## config.mk

```make
export PLATFORM = sky130hd
export DESIGN_NAME = ced_dispatch
export DESIGN_NICKNAME = d
export VERILOG_FILES = /design/src/hw/ced_pkg.sv /design/src/hw/ced_dispatch.sv /design/src/hw/ced_sync.sv
export VERILOG_INCLUDE_DIRS = /design/src /design/src/hw
export SDC_FILE = /design/constraint.sdc
export NUM_CORES = 1
export LEC_CHECK = 0
export BUFFER_PORTS_ARGS = -buffer_cell sky130_fd_sc_hd__buf_2
export CAP_MARGIN = 20
export CORE_ASPECT_RATIO = 1.2
export CORE_MARGIN = 4
export CORE_UTILIZATION = 46
export DETAILED_ROUTE_END_ITERATION = 10
export MAX_ROUTING_LAYER = met4
export PLACE_DENSITY = 0.87
export SETUP_SLACK_MARGIN = 0.3
export SLEW_MARGIN = 20
export SYNTH_ARGS = -nofsm -noshare
export SYNTH_HDL_FRONTEND = slang
export SYNTH_SLANG_ARGS = --single-unit
```

## constraint.sdc

```tcl
create_clock -name clock_in -period 2.34 [get_ports clock_in]
set_input_delay 0.585 -clock clock_in [delete_from_list [all_inputs] [get_ports clock_in]]
set_output_delay 0.585 -clock clock_in [all_outputs]
set_load 0.02 [all_outputs]
```

## src/hw/ced_params.svh

```systemverilog
`ifndef CED_PARAMS_SVH
`define CED_PARAMS_SVH

// ==========================================
// Vector space
`define CED_NUM_VECTORS 256
`define CED_ARCH_VECTORS 8'h20
`define CED_VEC_W 8

// ==========================================
// Architectural vectors
`define CED_VEC_DIVIDE 8'h00
`define CED_VEC_DEBUG 8'h01
`define CED_VEC_NMI 8'h02
`define CED_VEC_BREAK 8'h03
`define CED_VEC_OVERFLOW 8'h04
`define CED_VEC_BOUNDS 8'h05
`define CED_VEC_INVALID_OP 8'h06
`define CED_VEC_DEV_NA 8'h07
`define CED_VEC_DOUBLE 8'h08
`define CED_VEC_INVALID_TSS 8'h0A
`define CED_VEC_SEG_ABSENT 8'h0B
`define CED_VEC_STACK 8'h0C
`define CED_VEC_PROTECT 8'h0D
`define CED_VEC_PAGE 8'h0E
`define CED_VEC_FLOAT 8'h10
`define CED_VEC_ALIGN 8'h11

// ==========================================
// Flags and table layout
`define CED_IF_BIT 9
`define CED_RESET_IF 1'b0
`define CED_REAL_SHIFT 2
`define CED_PROT_SHIFT 3
`define CED_TABLE_W 11

`endif

```

## src/hw/ced_pkg.sv

```systemverilog
package ced_pkg;

    // ==========================================
    // Dispatch sequencer states
    typedef enum logic [1:0]
    {
        CED_IDLE = 2'h0,
        CED_PUSH = 2'h1,
        CED_ACK = 2'h2,
        CED_DISP = 2'h3
    } ced_state_t;

    // ==========================================
    // How an event is reported
    typedef enum logic [2:0]
    {
        CED_KIND_FAULT = 3'h0,
        CED_KIND_TRAP = 3'h1,
        CED_KIND_ABORT = 3'h2,
        CED_KIND_MASKABLE_REQUEST = 3'h3,
        CED_KIND_NMI = 3'h4
    } ced_kind_t;

    // ==========================================
    // Internal exception causes
    typedef enum logic [3:0]
    {
        CED_C_DIVIDE = 4'h0,
        CED_C_BOUNDS = 4'h1,
        CED_C_INVALID_OP = 4'h2,
        CED_C_DEV_NA = 4'h3,
        CED_C_INVALID_TSS = 4'h4,
        CED_C_SEG_ABSENT = 4'h5,
        CED_C_STACK = 4'h6,
        CED_C_PROTECT = 4'h7,
        CED_C_PAGE = 4'h8,
        CED_C_FLOAT = 4'h9,
        CED_C_ALIGN = 4'hA,
        CED_C_OVERFLOW = 4'hB,
        CED_C_DOUBLE = 4'hC
    } ced_cause_t;

endpackage

```

## src/hw/ced_dispatch.sv

```systemverilog
`timescale 1ns/1ps
`include "ced_params.svh"

// Behaviour
// - Hardware interrupts taken only at boundaries; return to following instruction.
// - Faults dispatch before execution; return address is the faulting instruction.
// - Traps dispatch after execution; return address is past the instruction.
// - Aborts report severe errors; return address need not be precise.
// - Vector space holds 256 vectors; 0 to 31 architectural, rest free.
// - Table entry is 4 bytes in real mode, 8 bytes in protected.
// - Push program address and flags first, then index table with vector.
// - Return instruction restores saved address and flags, resumes execution.
// - Maskable vector comes from acknowledge sequence; others internal or opcode.
// - Non-maskable request uses vector 2 without acknowledge sequence.
// - Maskable request accepted only with enable flag set, between instructions.
// - Repeated string instructions accept interrupts between memory moves.
// - Entry clears enable flag; software may set it; return restores it.
// - Non-maskable requests blocked during their handler until return or reset.
// - Non-maskable request during handler held pending, served after first return.
// - Non-maskable entry clears the enable flag.
// - Software trap opcode n dispatches vector n as an exception.
// - Breakpoint opcode dispatches vector 3 as a trap.
// - Non-maskable wins over maskable at the same boundary.
// - Page faults dispatch vector 14 as faults.
// - Debug events use vector 1; may report trap and fault together.
// - Boundary order: debug trap, debug fault, external requests, fetch faults.
module ced_dispatch
(
    input wire logic clock_in,
    input wire logic rst_in,
    input wire logic clk_en_in,
    input wire logic nmi_pin_in,
    input wire logic maskable_request_in,
    input wire logic boundary_in,
    input wire logic string_window_in,
    input wire logic [31:0] current_addr_in,
    input wire logic [31:0] next_addr_in,
    input wire logic [31:0] flags_in,
    input wire logic real_mode_in,
    input wire logic exc_valid_in,
    input wire ced_pkg::ced_cause_t exc_cause_in,
    input wire logic swint_valid_in,
    input wire logic [7:0] swint_vector_in,
    input wire logic breakpoint_in,
    input wire logic dbg_trap_in,
    input wire logic dbg_fault_in,
    input wire logic fetch_fault_in,
    input wire ced_pkg::ced_cause_t fetch_cause_in,
    input wire logic push_done_in,
    input wire logic inta_valid_in,
    input wire logic [7:0] inta_vector_in,
    input wire logic ret_valid_in,
    input wire logic [31:0] ret_flags_in,
    input wire logic set_if_in,
    input wire logic clear_if_in,
    output logic busy_out,
    output logic push_req_out,
    output logic inta_req_out,
    output logic dispatch_valid_out,
    output logic [7:0] vector_out,
    output ced_pkg::ced_kind_t kind_out,
    output logic dbg_both_out,
    output logic arch_vector_out,
    output logic [31:0] return_addr_out,
    output logic [31:0] saved_flags_out,
    output logic [10:0] table_offset_out,
    output logic int_enable_out,
    output logic nmi_blocked_out,
    output logic nmi_pending_out
);
    import ced_pkg::*;

    // ==========================================
    // Cause classification
    function automatic logic [7:0] cause_vec(input ced_cause_t c);
        logic [7:0] v;
        unique case (c)
            CED_C_DIVIDE: v = `CED_VEC_DIVIDE;
            CED_C_BOUNDS: v = `CED_VEC_BOUNDS;
            CED_C_INVALID_OP: v = `CED_VEC_INVALID_OP;
            CED_C_DEV_NA: v = `CED_VEC_DEV_NA;
            CED_C_INVALID_TSS: v = `CED_VEC_INVALID_TSS;
            CED_C_SEG_ABSENT: v = `CED_VEC_SEG_ABSENT;
            CED_C_STACK: v = `CED_VEC_STACK;
            CED_C_PROTECT: v = `CED_VEC_PROTECT;
            CED_C_PAGE: v = `CED_VEC_PAGE;
            CED_C_FLOAT: v = `CED_VEC_FLOAT;
            CED_C_ALIGN: v = `CED_VEC_ALIGN;
            CED_C_OVERFLOW: v = `CED_VEC_OVERFLOW;
            CED_C_DOUBLE: v = `CED_VEC_DOUBLE;
            // Undefined codes escalate rather than vanish
            default: v = `CED_VEC_DOUBLE;
        endcase
        return v;
    endfunction

    function automatic ced_kind_t cause_kind(input ced_cause_t c);
        if (c == CED_C_OVERFLOW)
            return CED_KIND_TRAP;
        if (c >= CED_C_DOUBLE)
            return CED_KIND_ABORT;
        return CED_KIND_FAULT;
    endfunction

    // ==========================================
    // Pin synchronisers
    logic nmi_sync;
    logic maskable_request_sync;

    ced_sync u_nmi_sync
    (
        .clock_in(clock_in),
        .rst_in(rst_in),
        .clk_en_in(clk_en_in),
        .async_in(nmi_pin_in),
        .sync_out(nmi_sync)
    );

    ced_sync u_maskable_request_sync
    (
        .clock_in(clock_in),
        .rst_in(rst_in),
        .clk_en_in(clk_en_in),
        .async_in(maskable_request_in),
        .sync_out(maskable_request_sync)
    );

    // ==========================================
    // State
    ced_state_t state_reg;
    logic nmi_prev_reg;
    logic nmi_req_reg;
    logic nmi_active_reg;
    logic if_reg;
    logic busy_reg;
    logic push_req_reg;
    logic inta_req_reg;
    logic dispatch_valid_reg;
    logic [7:0] vec_reg;
    ced_kind_t kind_reg;
    logic dbg_both_reg;
    logic ack_reg;
    logic [31:0] ret_reg;
    logic [31:0] flags_reg;
    logic [10:0] table_reg;
    logic arch_reg;

    logic nmi_edge;
    logic nmi_ok;
    logic maskable_request_ok;
    logic take;
    logic take_nmi;
    logic sel_ack;
    logic sel_both;
    logic [7:0] sel_vec;
    ced_kind_t sel_kind;
    logic [31:0] sel_ret;
    logic [31:0] saved_flags;

    // Level is edge-detected so a held line does not refire after return
    assign nmi_edge = nmi_sync & ~nmi_prev_reg;
    assign nmi_ok = nmi_req_reg & ~nmi_active_reg;
    assign maskable_request_ok = maskable_request_sync & if_reg;

    // ==========================================
    // Event selection
    always_comb
    begin
        take = 1'b0;
        take_nmi = 1'b0;
        sel_ack = 1'b0;
        sel_both = 1'b0;
        sel_vec = `CED_VEC_DIVIDE;
        sel_kind = CED_KIND_FAULT;
        sel_ret = next_addr_in;
        if (exc_valid_in)
        begin
            take = 1'b1;
            sel_vec = cause_vec(exc_cause_in);
            sel_kind = cause_kind(exc_cause_in);
            if (sel_kind != CED_KIND_TRAP)
                sel_ret = current_addr_in;
        end
        else if (swint_valid_in)
        begin
            take = 1'b1;
            sel_vec = swint_vector_in;
            sel_kind = CED_KIND_TRAP;
        end
        else if (breakpoint_in)
        begin
            take = 1'b1;
            sel_vec = `CED_VEC_BREAK;
            sel_kind = CED_KIND_TRAP;
        end
        else if (boundary_in)
        begin
            take = 1'b1;
            if (dbg_trap_in || dbg_fault_in)
            begin
                sel_vec = `CED_VEC_DEBUG;
                sel_kind = dbg_trap_in ? CED_KIND_TRAP : CED_KIND_FAULT;
                sel_both = dbg_trap_in & dbg_fault_in;
            end
            else if (nmi_ok)
            begin
                take_nmi = 1'b1;
                sel_vec = `CED_VEC_NMI;
                sel_kind = CED_KIND_NMI;
            end
            else if (maskable_request_ok)
            begin
                sel_ack = 1'b1;
                sel_kind = CED_KIND_MASKABLE_REQUEST;
            end
            else if (fetch_fault_in)
            begin
                sel_vec = cause_vec(fetch_cause_in);
            end
            else
                take = 1'b0;
        end
        else if (string_window_in && (nmi_ok || maskable_request_ok))
        begin
            // Restart the string instruction where it stopped
            take = 1'b1;
            sel_ret = current_addr_in;
            take_nmi = nmi_ok;
            sel_ack = ~nmi_ok;
            sel_vec = `CED_VEC_NMI;
            sel_kind = nmi_ok ? CED_KIND_NMI : CED_KIND_MASKABLE_REQUEST;
        end
        saved_flags = flags_in;
        saved_flags[`CED_IF_BIT] = if_reg;
    end

    // ==========================================
    // Dispatch sequencer
    always_ff @(posedge clock_in)
    begin
        if (rst_in)
        begin
            state_reg <= CED_IDLE;
            busy_reg <= 1'b0;
            push_req_reg <= 1'b0;
            inta_req_reg <= 1'b0;
            dispatch_valid_reg <= 1'b0;
            vec_reg <= `CED_VEC_DIVIDE;
            kind_reg <= CED_KIND_FAULT;
            dbg_both_reg <= 1'b0;
            ack_reg <= 1'b0;
            ret_reg <= 32'h0;
            flags_reg <= 32'h0;
            table_reg <= 11'h0;
            arch_reg <= 1'b0;
        end
        else if (clk_en_in)
        begin
            dispatch_valid_reg <= 1'b0;
            unique case (state_reg)
                CED_IDLE:
                    if (take)
                    begin
                        vec_reg <= sel_vec;
                        kind_reg <= sel_kind;
                        dbg_both_reg <= sel_both;
                        ack_reg <= sel_ack;
                        ret_reg <= sel_ret;
                        flags_reg <= saved_flags;
                        busy_reg <= 1'b1;
                        push_req_reg <= 1'b1;
                        state_reg <= CED_PUSH;
                    end
                CED_PUSH:
                    if (push_done_in)
                    begin
                        push_req_reg <= 1'b0;
                        inta_req_reg <= ack_reg;
                        state_reg <= ack_reg ? CED_ACK : CED_DISP;
                    end
                CED_ACK:
                    if (inta_valid_in)
                    begin
                        vec_reg <= inta_vector_in;
                        inta_req_reg <= 1'b0;
                        state_reg <= CED_DISP;
                    end
                CED_DISP:
                begin
                    // Offset spans the full 256-entry table in both modes
                    if (real_mode_in)
                        table_reg <= {3'h0, vec_reg} << `CED_REAL_SHIFT;
                    else
                        table_reg <= {3'h0, vec_reg} << `CED_PROT_SHIFT;
                    // Registered so the flag is valid with the dispatch pulse
                    arch_reg <= (vec_reg < `CED_ARCH_VECTORS);
                    dispatch_valid_reg <= 1'b1;
                    busy_reg <= 1'b0;
                    state_reg <= CED_IDLE;
                end
            endcase
        end
    end

    // ==========================================
    // Interrupt enable flag
    always_ff @(posedge clock_in)
    begin
        if (rst_in)
            if_reg <= `CED_RESET_IF;
        else if (clk_en_in)
        begin
            if (state_reg == CED_IDLE && take)
                if_reg <= 1'b0;
            else if (ret_valid_in)
                if_reg <= ret_flags_in[`CED_IF_BIT];
            else if (set_if_in)
                if_reg <= 1'b1;
            else if (clear_if_in)
                if_reg <= 1'b0;
        end
    end

    // ==========================================
    // Non-maskable request tracking
    always_ff @(posedge clock_in)
    begin
        if (rst_in)
        begin
            nmi_prev_reg <= 1'b0;
            nmi_req_reg <= 1'b0;
            nmi_active_reg <= 1'b0;
        end
        else if (clk_en_in)
        begin
            nmi_prev_reg <= nmi_sync;
            // A new edge in the taking cycle wins over the clear
            if (nmi_edge)
                nmi_req_reg <= 1'b1;
            else if (state_reg == CED_IDLE && take_nmi)
                nmi_req_reg <= 1'b0;
            if (state_reg == CED_IDLE && take_nmi)
                nmi_active_reg <= 1'b1;
            else if (ret_valid_in)
                nmi_active_reg <= 1'b0;
        end
    end

    // ==========================================
    // Outputs
    assign busy_out = busy_reg;
    assign push_req_out = push_req_reg;
    assign inta_req_out = inta_req_reg;
    assign dispatch_valid_out = dispatch_valid_reg;
    assign vector_out = vec_reg;
    assign kind_out = kind_reg;
    assign dbg_both_out = dbg_both_reg;
    assign arch_vector_out = arch_reg;
    assign return_addr_out = ret_reg;
    assign saved_flags_out = flags_reg;
    assign table_offset_out = table_reg;
    assign int_enable_out = if_reg;
    assign nmi_blocked_out = nmi_active_reg;
    assign nmi_pending_out = nmi_req_reg;

endmodule

```

## src/hw/ced_sync.sv

```systemverilog
`timescale 1ns/1ps

module ced_sync
(
    input wire logic clock_in,
    input wire logic rst_in,
    input wire logic clk_en_in,
    input wire logic async_in,
    output logic sync_out
);
    logic stage1_reg;
    logic stage2_reg;

    // ==========================================
    // Two flops; only the second one is read
    always_ff @(posedge clock_in)
    begin
        if (rst_in)
        begin
            stage1_reg <= 1'b0;
            stage2_reg <= 1'b0;
        end
        else if (clk_en_in)
        begin
            stage1_reg <= async_in;
            stage2_reg <= stage1_reg;
        end
    end

    assign sync_out = stage2_reg;

endmodule

```

After elaboration in Yosys (flattened, before gate mapping)
Memory sizes are Yosys's and may differ from the RTL's.
Cells that the tools add are included.
{"block": "classes", "magnitude_cmp": 2, "eq_ne": 8, "muxes": 89, "n_bitwise": 7, "reduce_logical": 23}
{"operator": "32-bit 2-to-1 mux", "count": 6}
{"operator": "8-bit 2-to-1 mux", "count": 10}
{"operator": "1-bit 2-to-1 mux", "count": 49}
{"operator": "3-bit 2-to-1 mux", "count": 13}
{"operator": "8-bit case mux with 2 select lines", "count": 1}
{"operator": "4-bit AND reduction", "count": 4}
{"operator": "2-bit nonzero test", "count": 6}
{"operator": "11-bit 2-to-1 mux", "count": 1}
{"operator": "2-bit 2-to-1 mux", "count": 5}
{"operator": "8-bit by 6-bit < comparator with 1-bit output (second input constant)", "count": 1}
{"operator": "2-bit case mux with 4 select lines", "count": 1}
{"operator": "2-bit AND reduction", "count": 4}
{"operator": "2-bit != test (second input constant)", "count": 3}
{"operator": "1-bit case mux with 2 select lines", "count": 3}
{"operator": "3-bit AND reduction", "count": 2}
{"operator": "1-bit bitwise AND", "count": 4}
{"operator": "2-bit == test (second input constant)", "count": 2}
{"operator": "4-bit == test (second input constant)", "count": 1}
{"operator": "4-bit >= comparator (second input constant)", "count": 1}
{"operator": "4-bit nonzero test", "count": 1}
{"operator": "1-bit logical AND", "count": 3}
{"operator": "3-bit by 1-bit != test with 1-bit output (second input constant)", "count": 1}
{"operator": "1-bit NOT", "count": 3}
{"operator": "2-bit by 1-bit == test with 1-bit output (second input constant)", "count": 1}
{"operator": "2 further kinds", "count": 3}
{"block": "totals", "ff_bits": 103, "romBits": 160, "inputBits": 171, "output_inout_bits": 95, "memories": 2}
{"name": "(name not given)", "depth": 16, "width": 5, "read_ports": 1, "rd_clocked_by_memory_dff": 0, "wr": 0, "line": "ced_dispatch.sv:77", "source": "unique case (c)"}
{"name": "(name not given)", "depth": 16, "width": 5, "read_ports": 1, "rd_clocked_by_memory_dff": 0, "wr": 0, "line": "ced_dispatch.sv:77"}

Depth between registers and ports, before layout
{"block": "depth", "word_depth": 12, "mapped_depth": 9, "depth_no_buf": 7}

Modules after synthesis
A second synthesis with hierarchy kept.
{"block": "hier_totals", "cells_unflattened": 551, "area_unflattened_um2": 4630.7}
{"mod": "ced_dispatch", "n_inst": 1, "cells_each": 539, "area_each_um2": 4495.6, "seq_area_each_um2": 1941.9}
{"mod": "ced_sync", "n_inst": 2, "cells_each": 6, "area_each_um2": 67.6, "seq_area_each_um2": 40.0}

Least setup slack after synthesis
OpenSTA, ideal clock, no wires.
{"block": "synth_path", "path_kind": "input to register", "start": "input port swint_valid_in", "end": "register vec_reg[2], in the netlist vector_out[2]", "arrival_time_ns": 1.842, "slack_ns": 0.402, "stages": 5, "n_path_buf": 0, "path_cell_list": "or3_4 nor4_4 o21ai_1 and3_1 o41ai_2"}
{"block": "synth_between", "elab_chain_cells": 4, "elab_cells_between_ends": 8, "cone_classes": "eq/ne (1); mux (6); reduce/logical (1)"}
{"element": "from (decl)", "line": "ced_dispatch.sv:42", "source": "input wire logic swint_valid_in,"}
{"element": "1-bit 2-to-1 mux or 8-bit 2-to-1 mux (tied branches)", "line": "ced_dispatch.sv:184", "source": "else if (swint_valid_in)"}
{"element": "1-bit 2-to-1 mux or 8-bit 2-to-1 mux (tied branches)", "line": "ced_dispatch.sv:176", "source": "if (exc_valid_in)"}
{"element": "2-bit != test (no line) or 8-bit 2-to-1 mux (tied branches)"}
{"element": "4-bit AND reduction (no line) or 8-bit case mux with 2 select lines (tied branches)"}
{"element": "to (signal assigned)", "line": "ced_dispatch.sv:248", "source": "vec_reg <= `CED_VEC_DIVIDE;"}
{"element": "to (signal assigned)", "line": "ced_dispatch.sv:264", "source": "vec_reg <= sel_vec;"}
{"element": "to (signal assigned)", "line": "ced_dispatch.sv:284", "source": "vec_reg <= inta_vector_in;"}
{"element": "to (decl)", "line": "ced_dispatch.sv:139", "source": "logic [7:0] vec_reg;"}
Parallel ways exist; a longest one is shown, timed or not. The select of a mux whose other input is x is not followed.
A chain may end at the register's enable or synchronous reset.

Final worst setup path
{"block": "layout_path", "start": "register state_reg[1]", "end": "register state_reg[0]"}
{"block": "layout_between", "elab_chain_cells": 3, "elab_cells_between_ends": 9, "cone_classes": "eq/ne (6); mux (1); reduce/logical (2)"}
{"element": "from (decl)", "line": "ced_dispatch.sv:130", "source": "ced_state_t state_reg;"}
{"element": "from (signal assigned)", "line": "ced_dispatch.sv:279", "source": "state_reg <= ack_reg ? CED_ACK : CED_DISP;"}
{"element": "2-bit == test, or another cell as far along", "line": "ced_dispatch.sv:260", "source": "unique case (state_reg)"}
{"element": "2-bit != test (no line)"}
{"element": "4-bit AND reduction (no line)"}
Parallel ways exist; a longest one is shown, timed or not.

==> flow_results.org <==
** Status
- Status :: completed

** Place
- RePlAce Congestion :: 0.9395
- The HPWL after detailed placement is 11.12 mm.
- Port buffer count :: 231
- Before CTS, the worst setup slack after placement is -0.05379 ns.

** Layout
- The top cell types in the final layout, fill and taps aside, are buf_2, dfxtp_1, nor2_1, nand2_1, mux2i_1.
- Fill cell count :: 939
- Most common library cell in the layout ignoring fill and taps :: buf_2
- The post-route netlist has 35.50% of its cells at a drive strength greater than 1.
- Count of nets after finishing :: 1025
- Number of antenna repair diodes :: 0
- Compared with the post-synthesis result, the final layout area differs by 35.58%.

** Drt
- The detail route stage leaves a number of antenna-violating nets equal to 0.
- Post-detailed-route wirelength per cell :: 15.66 um
- Routed vias/inst :: 5.299
- Post-detailed-route DRC marker count :: 0
- The detailed router finished its first iteration with 288 violations.
- Final wirelength :: 15.69 mm
- The first TritonRoute pass finished after 4 iterations.
- For this block, the via count after detailed routing is 5310.

** Synth
- Each instance of the synthesized netlist takes up on average 8.431 um^2.
- Dominant register cell in the synthesized netlist :: dfxtp_1
- Count of state elements after synthesis :: 101
- Async SR Flop Fraction :: 0%
- Yosys printed 0 warnings.
- The share of the Yosys chip area taken by registers is 38.74%.
- Counting distinct cell types in the post-synthesis netlist gives 61.
- The synthesized design contains 0 enable-type register cells.
- Synth Instances :: 619
- Netlist area before placement :: 5219 um^2

** Min path
- The worst hold path belongs to the class register to register.
- Along the worst hold path, the cell count comes to 2.
- For hold timing, the worst endpoint is saved_flags_out[7]$_SDFFE_PP0P_.
- In this run the most critical hold path is launched from saved_flags_out[7]$_SDFFE_PP0P_.

** Setup path
- Largest stage delay, worst path :: 0.37 ns
- The worst setup path is launched from a register.
- Critical Path Fanout Max :: 6
- The startpoint identified for the worst register-to-register timing path is state_reg[1]$_SDFFE_PP0P_.
- Worst Path Buf+Inv :: 1
- Startpoint-to-endpoint class of the critical path :: register to register
- Required time at the endpoint of the critical path :: 2.58 ns
- The worst register-to-register path has a depth of 7.
- Type of element capturing the critical path :: register
- Among cell families on the critical path, the largest total delay comes from simple AND/OR/NAND/NOR gates.
- Arrival time at the worst endpoint :: 2.22 ns
- Setup slack on the worst reg-to-reg path comes out at 0.37 ns.
- Master of the slowest instance on the critical path :: dfxtp_4
- The critical path goes through inv_1 > ha_2 > nor4b_2 > and4_4 > a21o_4 > or3_1 > a221oi_1.
- Destination of the worst register-to-register timing path :: state_reg[0]$_SDFFE_PP0P_

** Power and ir drop
- Of the total power, registers draw 39.4%.
- Net switching is 31.08% of the power.
- Total net switching power :: 1.585 mW
- Gate power share :: 26.0%
- In this run the power density over the cells is 720.7 nW/um^2.
- The internal power of the cells totals 3.515 mW.
- The worst-case IR drop observed on VDD is 0.0004789 V.
- Per report_power, the clock group accounts for 34.7% of the total.
- Leakage power :: 3.422 nW

** Clocking
- CTS tree :: done
- TritonCTS Sinks :: 101
- The cell sitting at the root of the clock tree is a clkbuf_16.
- Inserted Clock Buffers :: 9
- Insertion delay of the later-clocked pin in the worst-skew pair :: 0.34 ns
- H-tree lvl count :: 3
- The clock passes through at most 2 buffers.
- After clock tree synthesis, the flow added hold-fix buffers numbering 0.
- After clock tree synthesis, the clock-pin slew on the worst setup and hold paths is 0.07 ns.

** Timing
- On the final layout, the worst clock skew is 0.009798 ns.
- Setup repair after global routing missed its margin :: yes
- Worst slew margin :: 61.89%
- Timing would allow up to 506.5 MHz.
- The worst path in the final design needs a cycle of 1.975 ns, including I/O delays and setup.
- Slew Limit Fails :: 0
- Final sum of negative setup slack :: 0 ns
- Transition time at the pin with the least slew margin :: 0.5702 ns
- The final critical path takes up 84.38% of the cycle.
- Final number of setup-violating endpoints :: 0
- The worst path meets setup with 0.3655 ns of slack.
- Count of endpoints failing hold in the final timing report :: 0

** Floorplanning
- Row generation in the floorplan step produced 42 rows.
- Core region area :: 11090 um^2
- The floorplan step defined a die boundary enclosing 13120 um^2.
- The die is 124.7 um tall.
- During I/O placement, the number of pins put on the boundary was 266.
- Starting utilization of the core area :: 47.07%
- Measured along the x axis, the die boundary spans 105.2 um.

** Global routing
- Overall overflow remaining after global route :: 0
- The initial antenna violation count was 0.
- Total global-route track usage :: 23.54%
- The first global-routing pass estimated 25.19 mm of wire.
- Vias in the first global route :: 5270
- Largest net degree at the start of global routing :: 66

** Flow run
- Count of max-cap constraint violations :: 0
## power groups by stage
stage | registers [mW] | clock network [mW] | logic, mW
global placement | 2.03 | 0 | 1.24
detailed placement | 2.04 | 0 | 1.27
floorplan | 2.22 | 0 | 0.618
CTS | 2.01 | 1.79 | 1.29
finish | 2.01 | 1.77 | 1.32
global route | 2.03 | 1.87 | 1.44
## worst max-delay path by stage
| stage | start | endpoint | cells after the start |
|---|---|---|---|
| after floorplan | swint_valid_in | vector_out[2]$_SDFFE_PP0P_ | 5 |
| after global placement | dbg_fault_in | kind_out[2]$_SDFFE_PP0P_ | 7 |
| after global routing | nmi_blocked_out$_SDFFE_PP0P_ | busy_out$_SDFFE_PP0P_ | 6 |
| final | state_reg[1]$_SDFFE_PP0P_ | state_reg[0]$_SDFFE_PP0P_ | 7 |
| after detailed placement | dbg_fault_in | kind_out[2]$_SDFFE_PP0P_ | 7 |
| after CTS | state_reg[0]$_SDFFE_PP0P_ | state_reg[0]$_SDFFE_PP0P_ | 7 |
## through the flow
stage,hold WS (ns),instances,area (um^2),utilization [%],total power [mW]
final,0.4578,1002,7076,63.81,5.099
after global routing,0.4791,1002,7076,63.81,5.343
after CTS,0.4588,997,6972,62.88,5.087
after detailed placement,0.4469,977,6573,59.28,3.310
after global placement,0.4362,977,6573,59.28,3.273
after floorplan,0.4509,620,5223,-,2.843
## cell type report
cell class,count,area [um^2],share of cell area [%]
Inverter,16,60.06,0.8488
Sequential cell,101,2028,28.66
Tap cell,154,192.7,2.723
Multi-Input combinational cell,457,3014,42.60
Timing Repair Buffer,258,1426,20.16
Clock buffer,10,239.0,3.378
Clock inverter,6,115.1,1.627
## Yosys cell counts, types with 11 or more instances
cell type,instances,share of area [%]
dfxtp_1,101,39
nor2_1,87,6.3
nand2_1,82,5.9
mux2i_1,78,15
a21oi_1,48,4.6
o31ai_1,31,4.5
clkbuf_1,30,2.2
a211oi_1,16,2.3
inv_1,16,1.2
o21ai_0,12,1.2
buf_2,11,1.1
ha_1,11,2.6
## worst min-delay path: stages, from the launching register on
cell	delay, ns
dfxtp_1	0.31
nand2_1	0.05
mux2i_1	0.05
## timing repair
action | in CTS | in global routing
cloned | 1 | 1
gates resized for setup | 4 | 11
pin swaps | 1 | 1
setup endpoints to repair | 16 | 33
buffers inserted | 3 | 4
## layer usage
layer / routed length (um) / GRT usage [%]
met5: 0 / -
met4: 376 / 8.649
met1: 6680 / 28.02
met3: 843 / 4.095
met2: 7791 / 39.64
## kinds of logic after synthesis
| logic type | share of synthesized area, % |
|---|---|
| flip-flops | 38.74 |
| buffers and inverters | 5.179 |
| adder cells (fa/ha/maj) | 2.637 |
| AND/OR/NAND/NOR | 18.65 |
| multiplexers | 15.39 |
| XOR/XNOR | 0.3357 |
| other | 0.07186 |
| AO/OA/AOI/OAI | 18.99 |
No activity file was read; power rests on OpenSTA's default activity.
